==> src/include/mvic_pkg.sv <==
// shared constants and types of the vectored interrupt controller
package mvic_pkg;
	// vector addresses, highest priority first
	localparam logic [15:0] VEC_RESET = 16'hfffe;
	localparam logic [15:0] VEC_TRAP = 16'hfffc;
	localparam logic [15:0] VEC_EXT0 = 16'hfff6;
	localparam logic [15:0] VEC_EXT1 = 16'hfff4;
	localparam logic [15:0] VEC_EXT2 = 16'hfff2;
	localparam logic [15:0] VEC_EXT3 = 16'hfff0;
	localparam logic [15:0] VEC_SPI = 16'hffec;
	localparam logic [15:0] VEC_TIMA = 16'hffea;
	localparam logic [15:0] VEC_TIMB = 16'hffe8;
	localparam logic [15:0] VEC_SCI = 16'hffe6;
	// source indices into the request vector
	localparam logic [3:0] SRC_TRAP = 4'h0;
	localparam logic [3:0] SRC_EXT0 = 4'h1;
	localparam logic [3:0] SRC_PER0 = 4'h5;
	// stack and context
	localparam logic [7:0] SP_PAGE = 8'h01;
	localparam logic [7:0] SP_RST = 8'hff;
	localparam logic [2:0] CTX_LAST = 3'h4;
	localparam int I_BIT = 3;
	localparam logic I_RST = 1'b1;
	// external trigger selection per polarity pair
	localparam logic [1:0] POL_RST = 2'h0;
	localparam logic [14:0] PIN_IDLE = 15'h7fff;
	typedef enum logic [2:0] {ST_RSTV, ST_IDLE, ST_PUSH, ST_VEC, ST_POP, ST_RDONE} mvic_state_t;
	typedef enum logic [1:0] {LP_RUN, LP_WAIT, LP_HALT} mvic_lp_t;
endpackage : mvic_pkg

==> src/rtl/mvic_ctrl.sv <==
// vectored interrupt controller: arbitration, context stacking, wake, pin groups
`timescale 1ns/10ps
`default_nettype none
module mvic_ctrl (
	input wire logic clk_i, // cpu clock
	input wire logic rst_i, // async reset, high
	input wire logic instr_end_i, // current instruction done
	input wire logic trap_i, // trap instruction executed
	input wire logic return_from_irq_instr_i, // return instruction
	input wire logic mask_set_i, // software sets mask
	input wire logic mask_clr_i, // software clears mask
	input wire logic wfi_i, // enter wait mode
	input wire logic halt_i, // enter halt mode
	input wire logic [15:0] pc_i, // program counter
	input wire logic [7:0] x_i, // index register
	input wire logic [7:0] a_i, // accumulator
	input wire logic [7:0] condition_code_reg_i, // flags
	input wire logic [7:0] stk_rdata_i, // stack read data
	input wire logic [3:0] porta_i, // port A pins 0-3
	input wire logic [2:0] portf_i, // port F pins 0-2
	input wire logic [7:0] portb_i, // port B pins
	input wire logic [3:0] porta_ien_i, // pin irq enables
	input wire logic [2:0] portf_ien_i, // pin irq enables
	input wire logic [7:0] portb_ien_i, // pin irq enables
	input wire logic [1:0] ext_polarity_lo_pair_i, // lines 0,1
	input wire logic [1:0] ext_polarity_hi_pair_i, // lines 2,3
	input wire logic serial_periph_xfer_done_flag_i, // spi flag
	input wire logic serial_periph_mode_fault_flag_i, // spi flag
	input wire logic [4:0] tima_flags_i, // timer A flags
	input wire logic [4:0] timb_flags_i, // timer B flags
	input wire logic [4:0] sci_flags_i, // async serial flags
	input wire logic [3:0] per_ien_i, // sci,timb,tima,spi enables
	input wire logic [3:0] per_clr_i, // clearing sequence done
	output logic busy_o, // core stalled
	output logic stk_we_o, // stack write
	output logic stk_re_o, // stack read
	output logic [15:0] stk_addr_o, // stack address
	output logic [7:0] stk_wdata_o, // stack write data
	output logic pc_load_o, // load pc_o
	output logic [15:0] pc_o, // new program counter
	output logic restore_o, // load restored context
	output logic [7:0] x_o, // restored index
	output logic [7:0] a_o, // restored accumulator
	output logic [7:0] condition_code_reg_o, // restored flags
	output logic i_bit_o, // global mask bit
	output logic wait_o, // in wait mode
	output logic halt_o, // in halt mode
	output logic [3:0] ext_irq_line_o // external requests
);
	mvic_pkg::mvic_state_t st_r;
	mvic_pkg::mvic_lp_t lp_r;
	logic [14:0] pin_s1_r, pin_s2_r;
	logic [3:0] comb, act, prev_r, fall, rise, lvl, edge_ev, pol_chg, ext_pend_r, ext_req, ack;
	logic [1:0] pol_lo_r, pol_hi_r;
	logic [3:0] pf, pf_prev_r, plat_r, preq;
	logic trap_pend_r, i_bit_r, take, lp_wake;
	logic [7:0] elig;
	logic [8:0] cand;
	logic [3:0] sel_w, sel_r;
	logic [7:0] sp_r;
	logic [2:0] cnt_r;
	logic [15:0] c_pc;
	logic [7:0] c_x, c_a, c_cc;
	logic [15:0] pc_r;
	logic pc_ld_r, rst_done_r;

	// lowest index wins
	function automatic logic [3:0] first_src(input logic [8:0] r);
		logic [3:0] s;
		s = 4'h0;
		for (int i = 8; i >= 0; i--) begin
			if (r[i]) begin
				s = 4'(i);
			end
		end
		return s;
	endfunction : first_src

	// vector table
	function automatic logic [15:0] vec_of(input logic [3:0] s);
		case (s)
			4'h0: vec_of = mvic_pkg::VEC_TRAP;
			4'h1: vec_of = mvic_pkg::VEC_EXT0;
			4'h2: vec_of = mvic_pkg::VEC_EXT1;
			4'h3: vec_of = mvic_pkg::VEC_EXT2;
			4'h4: vec_of = mvic_pkg::VEC_EXT3;
			4'h5: vec_of = mvic_pkg::VEC_SPI;
			4'h6: vec_of = mvic_pkg::VEC_TIMA;
			4'h7: vec_of = mvic_pkg::VEC_TIMB;
			default: vec_of = mvic_pkg::VEC_SCI;
		endcase
	endfunction : vec_of

	// two-stage pin synchroniser
	always_ff @(posedge clk_i or posedge rst_i) begin
		if (rst_i) begin
			pin_s1_r <= mvic_pkg::PIN_IDLE;
			pin_s2_r <= mvic_pkg::PIN_IDLE;
		end else begin
			pin_s1_r <= {portb_i, portf_i, porta_i};
			pin_s2_r <= pin_s1_r;
		end
	end

	// pin groups ANDed, disabled pins read as high
	assign comb[0] = &(pin_s2_r[3:0] | ~porta_ien_i);
	assign comb[1] = &(pin_s2_r[6:4] | ~portf_ien_i);
	assign comb[2] = &(pin_s2_r[10:7] | ~portb_ien_i[3:0]);
	assign comb[3] = &(pin_s2_r[14:11] | ~portb_ien_i[7:4]);
	assign act = {|portb_ien_i[7:4], |portb_ien_i[3:0], |portf_ien_i, |porta_ien_i};
	assign fall = prev_r & ~comb;
	assign rise = ~prev_r & comb;
	assign pol_chg = {{2{pol_hi_r != ext_polarity_hi_pair_i}}, {2{pol_lo_r != ext_polarity_lo_pair_i}}};

	// group history and polarity history
	always_ff @(posedge clk_i or posedge rst_i) begin
		if (rst_i) begin
			prev_r <= 4'hf;
			pol_lo_r <= mvic_pkg::POL_RST;
			pol_hi_r <= mvic_pkg::POL_RST;
		end else begin
			prev_r <= comb;
			pol_lo_r <= ext_polarity_lo_pair_i;
			pol_hi_r <= ext_polarity_hi_pair_i;
		end
	end

	// per-line detector: upper bit falls, lower bit rises, 00 is low level
	genvar k;
	generate
		for (k = 0; k < 4; k++) begin : g_ext
			logic [1:0] p;
			assign p = (k < 2) ? ext_polarity_lo_pair_i : ext_polarity_hi_pair_i;
			assign edge_ev[k] = act[k] & ((p[1] & fall[k]) | (p[0] & rise[k]));
			assign lvl[k] = act[k] & (p == 2'h0) & ~comb[k];
			assign ext_req[k] = ext_pend_r[k] | lvl[k];
			assign ack[k] = take & (sel_w == mvic_pkg::SRC_EXT0 + 4'(k));
			// latched edge, new event wins over clear
			always_ff @(posedge clk_i or posedge rst_i) begin
				if (rst_i) begin
					ext_pend_r[k] <= 1'b0;
				end else if (edge_ev[k]) begin
					ext_pend_r[k] <= 1'b1;
				end else if (ack[k] | pol_chg[k]) begin
					ext_pend_r[k] <= 1'b0;
				end
			end
		end
	endgenerate
	assign ext_irq_line_o = ext_req;

	// peripheral flag groups sharing one vector each
	assign pf = {|sci_flags_i, |timb_flags_i, |tima_flags_i,
		serial_periph_xfer_done_flag_i | serial_periph_mode_fault_flag_i};
	generate
		for (k = 0; k < 4; k++) begin : g_per
			// pending latch, new flag wins over clearing sequence
			always_ff @(posedge clk_i or posedge rst_i) begin
				if (rst_i) begin
					plat_r[k] <= 1'b0;
					pf_prev_r[k] <= 1'b0;
				end else begin
					pf_prev_r[k] <= pf[k];
					if (pf[k] & ~pf_prev_r[k]) begin
						plat_r[k] <= 1'b1;
					end else if (per_clr_i[k]) begin
						plat_r[k] <= 1'b0;
					end
				end
			end
			assign preq[k] = per_ien_i[k] & (plat_r[k] | pf[k]);
		end
	endgenerate

	// arbitration: halt admits external lines only, mask gates maskables
	assign elig = (lp_r == mvic_pkg::LP_HALT) ? {4'h0, ext_req} : {preq, ext_req};
	assign lp_wake = (lp_r == mvic_pkg::LP_WAIT) ? |{preq, ext_req} : (lp_r == mvic_pkg::LP_HALT) & (|ext_req);
	assign cand = {elig & {8{~i_bit_r}}, trap_pend_r & (lp_r == mvic_pkg::LP_RUN)};
	assign sel_w = first_src(cand);
	assign take = (st_r == mvic_pkg::ST_IDLE) & (|cand) & (instr_end_i | lp_wake);

	// trap stays pending until its entry
	always_ff @(posedge clk_i or posedge rst_i) begin
		if (rst_i) begin
			trap_pend_r <= 1'b0;
		end else if (trap_i) begin
			trap_pend_r <= 1'b1;
		end else if (take & (sel_w == mvic_pkg::SRC_TRAP)) begin
			trap_pend_r <= 1'b0;
		end
	end

	// low-power mode tracking
	always_ff @(posedge clk_i or posedge rst_i) begin
		if (rst_i) begin
			lp_r <= mvic_pkg::LP_RUN;
		end else if (take) begin
			lp_r <= mvic_pkg::LP_RUN;
		end else if (halt_i) begin
			lp_r <= mvic_pkg::LP_HALT;
		end else if (wfi_i) begin
			lp_r <= mvic_pkg::LP_WAIT;
		end
	end

	// global mask bit
	always_ff @(posedge clk_i or posedge rst_i) begin
		if (rst_i) begin
			i_bit_r <= mvic_pkg::I_RST;
		end else if (take) begin
			i_bit_r <= 1'b1;
		end else if (st_r == mvic_pkg::ST_POP && cnt_r == 3'h0) begin
			i_bit_r <= stk_rdata_i[mvic_pkg::I_BIT];
		end else if (wfi_i | halt_i | mask_clr_i) begin
			i_bit_r <= 1'b0;
		end else if (mask_set_i) begin
			i_bit_r <= 1'b1;
		end
	end

	// entry and return sequencer
	always_ff @(posedge clk_i or posedge rst_i) begin
		if (rst_i) begin
			st_r <= mvic_pkg::ST_RSTV;
			cnt_r <= 3'h0;
			sp_r <= mvic_pkg::SP_RST;
			sel_r <= 4'h0;
			c_pc <= 16'h0000;
			c_x <= 8'h00;
			c_a <= 8'h00;
			c_cc <= 8'h00;
			pc_r <= 16'h0000;
			pc_ld_r <= 1'b0;
			rst_done_r <= 1'b0;
		end else begin
			pc_ld_r <= 1'b0;
			rst_done_r <= 1'b0;
			case (st_r)
				mvic_pkg::ST_RSTV: begin
					pc_r <= mvic_pkg::VEC_RESET;
					pc_ld_r <= 1'b1;
					st_r <= mvic_pkg::ST_IDLE;
				end
				mvic_pkg::ST_IDLE: begin
					cnt_r <= 3'h0;
					if (take) begin
						sel_r <= sel_w;
						c_pc <= pc_i;
						c_x <= x_i;
						c_a <= a_i;
						c_cc <= condition_code_reg_i;
						c_cc[mvic_pkg::I_BIT] <= i_bit_r;
						st_r <= mvic_pkg::ST_PUSH;
					end else if (return_from_irq_instr_i) begin
						st_r <= mvic_pkg::ST_POP;
					end
				end
				mvic_pkg::ST_PUSH: begin
					sp_r <= sp_r - 8'h01;
					cnt_r <= cnt_r + 3'h1;
					if (cnt_r == mvic_pkg::CTX_LAST) begin
						st_r <= mvic_pkg::ST_VEC;
					end
				end
				mvic_pkg::ST_VEC: begin
					pc_r <= vec_of(sel_r);
					pc_ld_r <= 1'b1;
					st_r <= mvic_pkg::ST_IDLE;
				end
				mvic_pkg::ST_POP: begin
					sp_r <= sp_r + 8'h01;
					cnt_r <= cnt_r + 3'h1;
					case (cnt_r)
						3'h0: c_cc <= stk_rdata_i;
						3'h1: c_a <= stk_rdata_i;
						3'h2: c_x <= stk_rdata_i;
						3'h3: c_pc[15:8] <= stk_rdata_i;
						default: c_pc[7:0] <= stk_rdata_i;
					endcase
					if (cnt_r == mvic_pkg::CTX_LAST) begin
						st_r <= mvic_pkg::ST_RDONE;
					end
				end
				mvic_pkg::ST_RDONE: begin
					pc_r <= c_pc;
					pc_ld_r <= 1'b1;
					rst_done_r <= 1'b1;
					st_r <= mvic_pkg::ST_IDLE;
				end
				default: st_r <= mvic_pkg::ST_IDLE;
			endcase
		end
	end

	// stack port: low pc byte first, pop pre-increments
	always_comb begin
		case (cnt_r)
			3'h0: stk_wdata_o = c_pc[7:0];
			3'h1: stk_wdata_o = c_pc[15:8];
			3'h2: stk_wdata_o = c_x;
			3'h3: stk_wdata_o = c_a;
			default: stk_wdata_o = c_cc;
		endcase
	end
	assign stk_we_o = (st_r == mvic_pkg::ST_PUSH);
	assign stk_re_o = (st_r == mvic_pkg::ST_POP);
	assign stk_addr_o = {mvic_pkg::SP_PAGE, stk_re_o ? sp_r + 8'h01 : sp_r};
	assign busy_o = (st_r != mvic_pkg::ST_IDLE);
	assign pc_load_o = pc_ld_r;
	assign pc_o = pc_r;
	assign restore_o = rst_done_r;
	assign x_o = c_x;
	assign a_o = c_a;
	assign condition_code_reg_o = c_cc;
	assign i_bit_o = i_bit_r;
	assign wait_o = (lp_r == mvic_pkg::LP_WAIT);
	assign halt_o = (lp_r == mvic_pkg::LP_HALT);

	// checks
	AST_MASKED_HOLD: assert property (@(posedge clk_i) disable iff (rst_i)
		!busy_o && i_bit_r && !trap_pend_r |=> !stk_we_o) else $error("maskable entry while masked");
	AST_ENTRY_SEQ: assert property (@(posedge clk_i) disable iff (rst_i)
		take |=> stk_we_o [*5] ##2 pc_load_o && pc_o == vec_of($past(sel_r))) else $error("entry sequence broken");
	AST_MASK_SET: assert property (@(posedge clk_i) disable iff (rst_i)
		take |=> i_bit_r [*6]) else $error("mask not set on entry");
	AST_PCL_FIRST: assert property (@(posedge clk_i) disable iff (rst_i)
		take |=> stk_wdata_o == $past(pc_i[7:0]) && stk_addr_o[7:0] == $past(sp_r)) else $error("first push not pc low");
	AST_TRAP_VEC: assert property (@(posedge clk_i) disable iff (rst_i)
		take && sel_w == mvic_pkg::SRC_TRAP |-> ##7 pc_load_o && pc_o == mvic_pkg::VEC_TRAP) else $error("trap vector wrong");
	AST_HALT_STAYS: assert property (@(posedge clk_i) disable iff (rst_i)
		lp_r == mvic_pkg::LP_HALT && ext_req == 4'h0 && !halt_i && !wfi_i |=> lp_r == mvic_pkg::LP_HALT)
		else $error("halt left without external request");
	AST_EDGE_ACK: assert property (@(posedge clk_i) disable iff (rst_i)
		ack[0] && !edge_ev[0] |=> !ext_pend_r[0]) else $error("edge request not cleared on entry");
	AST_POL_CLR: assert property (@(posedge clk_i) disable iff (rst_i)
		pol_chg[3] && !edge_ev[3] |=> !ext_pend_r[3]) else $error("polarity change kept request");
	AST_LP_UNMASK: assert property (@(posedge clk_i) disable iff (rst_i)
		(wfi_i || halt_i) && !take && st_r == mvic_pkg::ST_IDLE |=> !i_bit_r) else $error("low power kept mask");
	AST_RETURN: assert property (@(posedge clk_i) disable iff (rst_i)
		st_r == mvic_pkg::ST_IDLE && return_from_irq_instr_i && !take |=> stk_re_o [*5] ##2 restore_o)
		else $error("return sequence broken");
	AST_PER_CLR: assert property (@(posedge clk_i) disable iff (rst_i)
		per_clr_i[1] && !(pf[1] && !pf_prev_r[1]) |=> !plat_r[1]) else $error("clear kept pending latch");
endmodule : mvic_ctrl
`default_nettype wire

==> config.mk <==
export PLATFORM = sky130hd
export DESIGN_NAME = mvic_ctrl
export DESIGN_NICKNAME = d
export VERILOG_FILES = /design/src/include/mvic_pkg.sv /design/src/rtl/mvic_ctrl.sv
export SDC_FILE = /design/constraint.sdc
export NUM_CORES = 1
export LEC_CHECK = 0
export BUFFER_PORTS_ARGS = -buffer_cell sky130_fd_sc_hd__buf_2
export CORE_MARGIN = 2
export CORE_UTILIZATION = 35
export DETAILED_ROUTE_END_ITERATION = 10
export GPL_ROUTABILITY_DRIVEN = 0
export SYNTH_ARGS = -nofsm -noshare
export SYNTH_HDL_FRONTEND = slang
export SYNTH_SLANG_ARGS = --single-unit
==> constraint.sdc <==
create_clock -name clk_i -period 3.72 [get_ports clk_i]
set_input_delay 0.558 -clock clk_i [delete_from_list [all_inputs] [get_ports clk_i]]
set_output_delay 0.558 -clock clk_i [all_outputs]
set_load 0.05 [all_outputs]
==> impl_metrics.env <==
export IMPL_relSlewSlack=0.4464
export IMPL_avgViaCountPerCell=5.106
export IMPL_endpoint_kind="register"
export IMPL_drt_first_iter_violations=315
export IMPL_grt_total_usage=0.1900
export IMPL_post_cts_resize_count=0
export IMPL_io_buffers=182
export IMPL_dp_hpwl_um=13040
export IMPL_synth_cell_types=61
export IMPL_total_power_w=0.007740
export IMPL_ys_seq_elements=130
export IMPL_synth_top_area_frac=0.3476
export IMPL_drv_cap=0
export IMPL_drc=0
export IMPL_async_flop_share=1.000
export IMPL_clock_latency_ps=420
export IMPL_startpoint_type="register"
export IMPL_r2r_cells=8
export IMPL_root_buffer="clkbuf_16"
export IMPL_p_seq_frac=0.301
export IMPL_r2r_setup_slack_ps=720
export IMPL_period_share=0.8065
export IMPL_htreeDepth=4
export IMPL_min_path_type="in2async"
export IMPL_grt_antenna_before_repair=1
export IMPL_core_area_um2=17420
export IMPL_rsz0062_at_grt="false"
export IMPL_drt_wl_total_um=17460
export IMPL_via_count=5213
export IMPL_cp_arrival_ps=3310
export IMPL_clockPowerShare=0.220
export IMPL_slowest_stage="o211ai_1"
export IMPL_grt_overflow_total=0
export IMPL_synth_largest_area_cell="dfrtp_1"
export IMPL_drive_gt1_frac=0.3899
export IMPL_synth_edf_count=0
export IMPL_worstMarginPinSlew_ps=826.8
export IMPL_skew_ps=5.621
export IMPL_cts_setup_buffers=0
export IMPL_peakVddDrop_mv=0.5826
export IMPL_p_leak_nw=3.540
export IMPL_fin_tns_setup_ps=0
export IMPL_initial_utilization=0.3596
export IMPL_setup_viol=0
export IMPL_hold_buffers=0
export IMPL_cp_cell_sequence="nor2b_1 > a2111oi_4 > o2111a_1 > a31oi_1 > o211ai_1 > buf_4 > o21ai_1 > o221a_2"
export IMPL_die_area_um2=18980
export IMPL_max_freq_mhz=333.3
export IMPL_synth_cells=597
export IMPL_yosys_top_cells_area="dfrtp_1 (35%), dfstp_2 (18%), o221a_1 (5.2%)"
export IMPL_drv_slew=0
export IMPL_postRouteAntennaNets=0
export IMPL_num_rows=48
export IMPL_multi_input_area_um2=2646
export IMPL_syn_area_um2=6264
export IMPL_internal_power_w=0.004057
export IMPL_outcome="finished, final reports clean"
export IMPL_final_seq_area_um2=3307
export IMPL_clock_sinks=130
export IMPL_p_per_area_nw_per_um2=964.2
export IMPL_worst_path_largest_cell_delay_ps=680
export IMPL_cts_buffer_depth=2
export IMPL_grt_pass1_wl_um=27210
export IMPL_fillerInstances=1673
export IMPL_clk_pin_slew_worst_paths_ps=60
export IMPL_fp_dieH_um=137.8
export IMPL_grt_pass1_vias=5106
export IMPL_fp_dieW_um=137.8
export IMPL_grt_max_degree=53
export IMPL_yosys_warnings=0
export IMPL_fin_crit_ps=3000
export IMPL_p_sw_frac=0.4758
export IMPL_yosysSeqAreaShare=0.5280
export IMPL_cts_tree="built"
export IMPL_boundaryPins=192
export IMPL_crit_type="reg2reg"
export IMPL_cts_buffers_inserted=17
export IMPL_synth_area_per_cell_um2=10.49
export IMPL_synth_ff_type="dfrtp_1"
export IMPL_fin_nets=907
export IMPL_firstDrtPassIters=7
export IMPL_crit_fanout=10
export IMPL_cp_required_ps=4030
export IMPL_switchingPower_w=0.003683
export IMPL_p_comb_frac=0.479
export IMPL_synthToLayoutAreaGrowth_pct=28.17
export IMPL_hold_viol_final=0
export IMPL_avgRoutedWirePerCell_um=17.10
area by class of cell:
type / count / share of cell area
Clock buffer: 19 / 0.05923
Clock inverter: 13 / 0.01668
Sequential cell: 130 / 0.4119
Timing Repair Buffer: 194 / 0.1294
Multi-Input combinational cell: 402 / 0.3296
Antenna cell: 1 / 0.0003117
Tap cell: 225 / 0.03507
Inverter: 37 / 0.01777
power groups by stage:
stage	Combinational, W	Clock [W]	Sequential (W)
global placement	0.00369	0	0.00234
floorplan	0.00217	0	0.00292
global route	0.00399	0.00180	0.00240
finish	0.00370	0.00170	0.00233
detailed placement	0.00373	0	0.00235
CTS	0.00373	0.00174	0.00233
per-layer routing:
layer	track usage	wire length, µm	vias to the layer above
met5	0	0	-
met4	0.06179	263	0
met3	0.05114	1293	20
met2	0.2935	7913	188
met1	0.2596	7994	2470
li1	-	-	2535
worst max-delay path: cells and delay by family, from the launching register on:
family                 cells  cell delay [ps]
AO/OA/AOI/OAI              6             2020
flip-flops                 1              520
buffers and inverters      1              280
AND/OR/NAND/NOR            1               70
flip-flops by register name (all words and copies together), names as in the netlist:
signal and count:
c_pc 16, pc_o 16, pin_s1_r 15, pin_s2_r 15
a_o 8, condition_code_reg_o 8, sp_r 8, x_o 8
ext_pend_r 4, pf_prev_r 4, plat_r 4, prev_r 4
sel_r 4, cnt_r 3, st_r 3, lp_r 2
pol_hi_r 2, pol_lo_r 2, i_bit_o 1, pc_load_o 1
restore_o 1, trap_pend_r 1
worst paths after layout:
path,startpoint,end
max in group asynchronous,rst_i,sp_r[2]
max,pin_s2_r[7],c_pc[13]
min in group clk_i,porta_i[3],pin_s1_r[3]
max reg2reg,pin_s2_r[7],c_pc[13]
min reg2reg,pin_s1_r[4],pin_s2_r[4]
min,rst_i,condition_code_reg_o[7]
synthesized netlist by cell type, types with 5 or more instances:
cell type  count
o22a_1        13
dfstp_2       43
dfrtp_1       87
nor3_1         8
o22ai_1        8
inv_1         36
or4_1          6
or3_1         12
a21oi_1       26
o21ai_0       28
nor2b_1        8
nor2_1        60
o21ai_1        5
nor4_1         5
or2_2         35
a222oi_1      10
o211a_1        8
nand3_1        7
buf_4         11
xor2_1         9
ha_1           9
nand4_1        5
nand2b_1      15
o221a_1       29
nand2_1       30
xnor2_1        6
clkbuf_1      17
cell usage in the layout (no fill, tap or decap), drive strengths merged, types with 9 or more instances in the layout:
cell / n
buf: 194
dfrtp: 87
nor2: 60
dfstp: 43
inv: 43
or2: 36
o21ai: 33
o221a: 32
nand2: 30
a21oi: 26
clkbuf: 19
nand2b: 15
o22a: 13
or3: 12
a222oi: 10
xor2: 9
ha: 9
metrics by stage:
| step | worst slack, ps | utilization | std cells | instance area, µm² | hold WS, ps |
|---|---|---|---|---|---|
| floorplan | 490.0 | - | 603 | 6290 | 345.2 |
| global placement | 377.8 | 0.4258 | 988 | 7416 | 345.3 |
| detailed placement | 341.7 | 0.4258 | 988 | 7416 | 346.8 |
| CTS | 710.0 | 0.4608 | 1020 | 8025 | 218.1 |
| global route | 465.0 | 0.4609 | 1021 | 8028 | 213.9 |
| finish | 719.7 | 0.4609 | 1021 | 8028 | 230.6 |
kinds of logic (layout without fill, tap and decap cells):
kind of cell,after synthesis,count (layout),share of synthesized area
simple gates,202,202,0.1660
compound gates,166,166,0.2093
flops,130,130,0.5280
buf+inv,71,263,0.05313
xor+xnor,15,15,0.02098
fa+ha+maj,9,9,0.01798
other cells,2,9,0.001199
mux,2,2,0.003396
No activity file was read; power rests on OpenSTA's default activity.
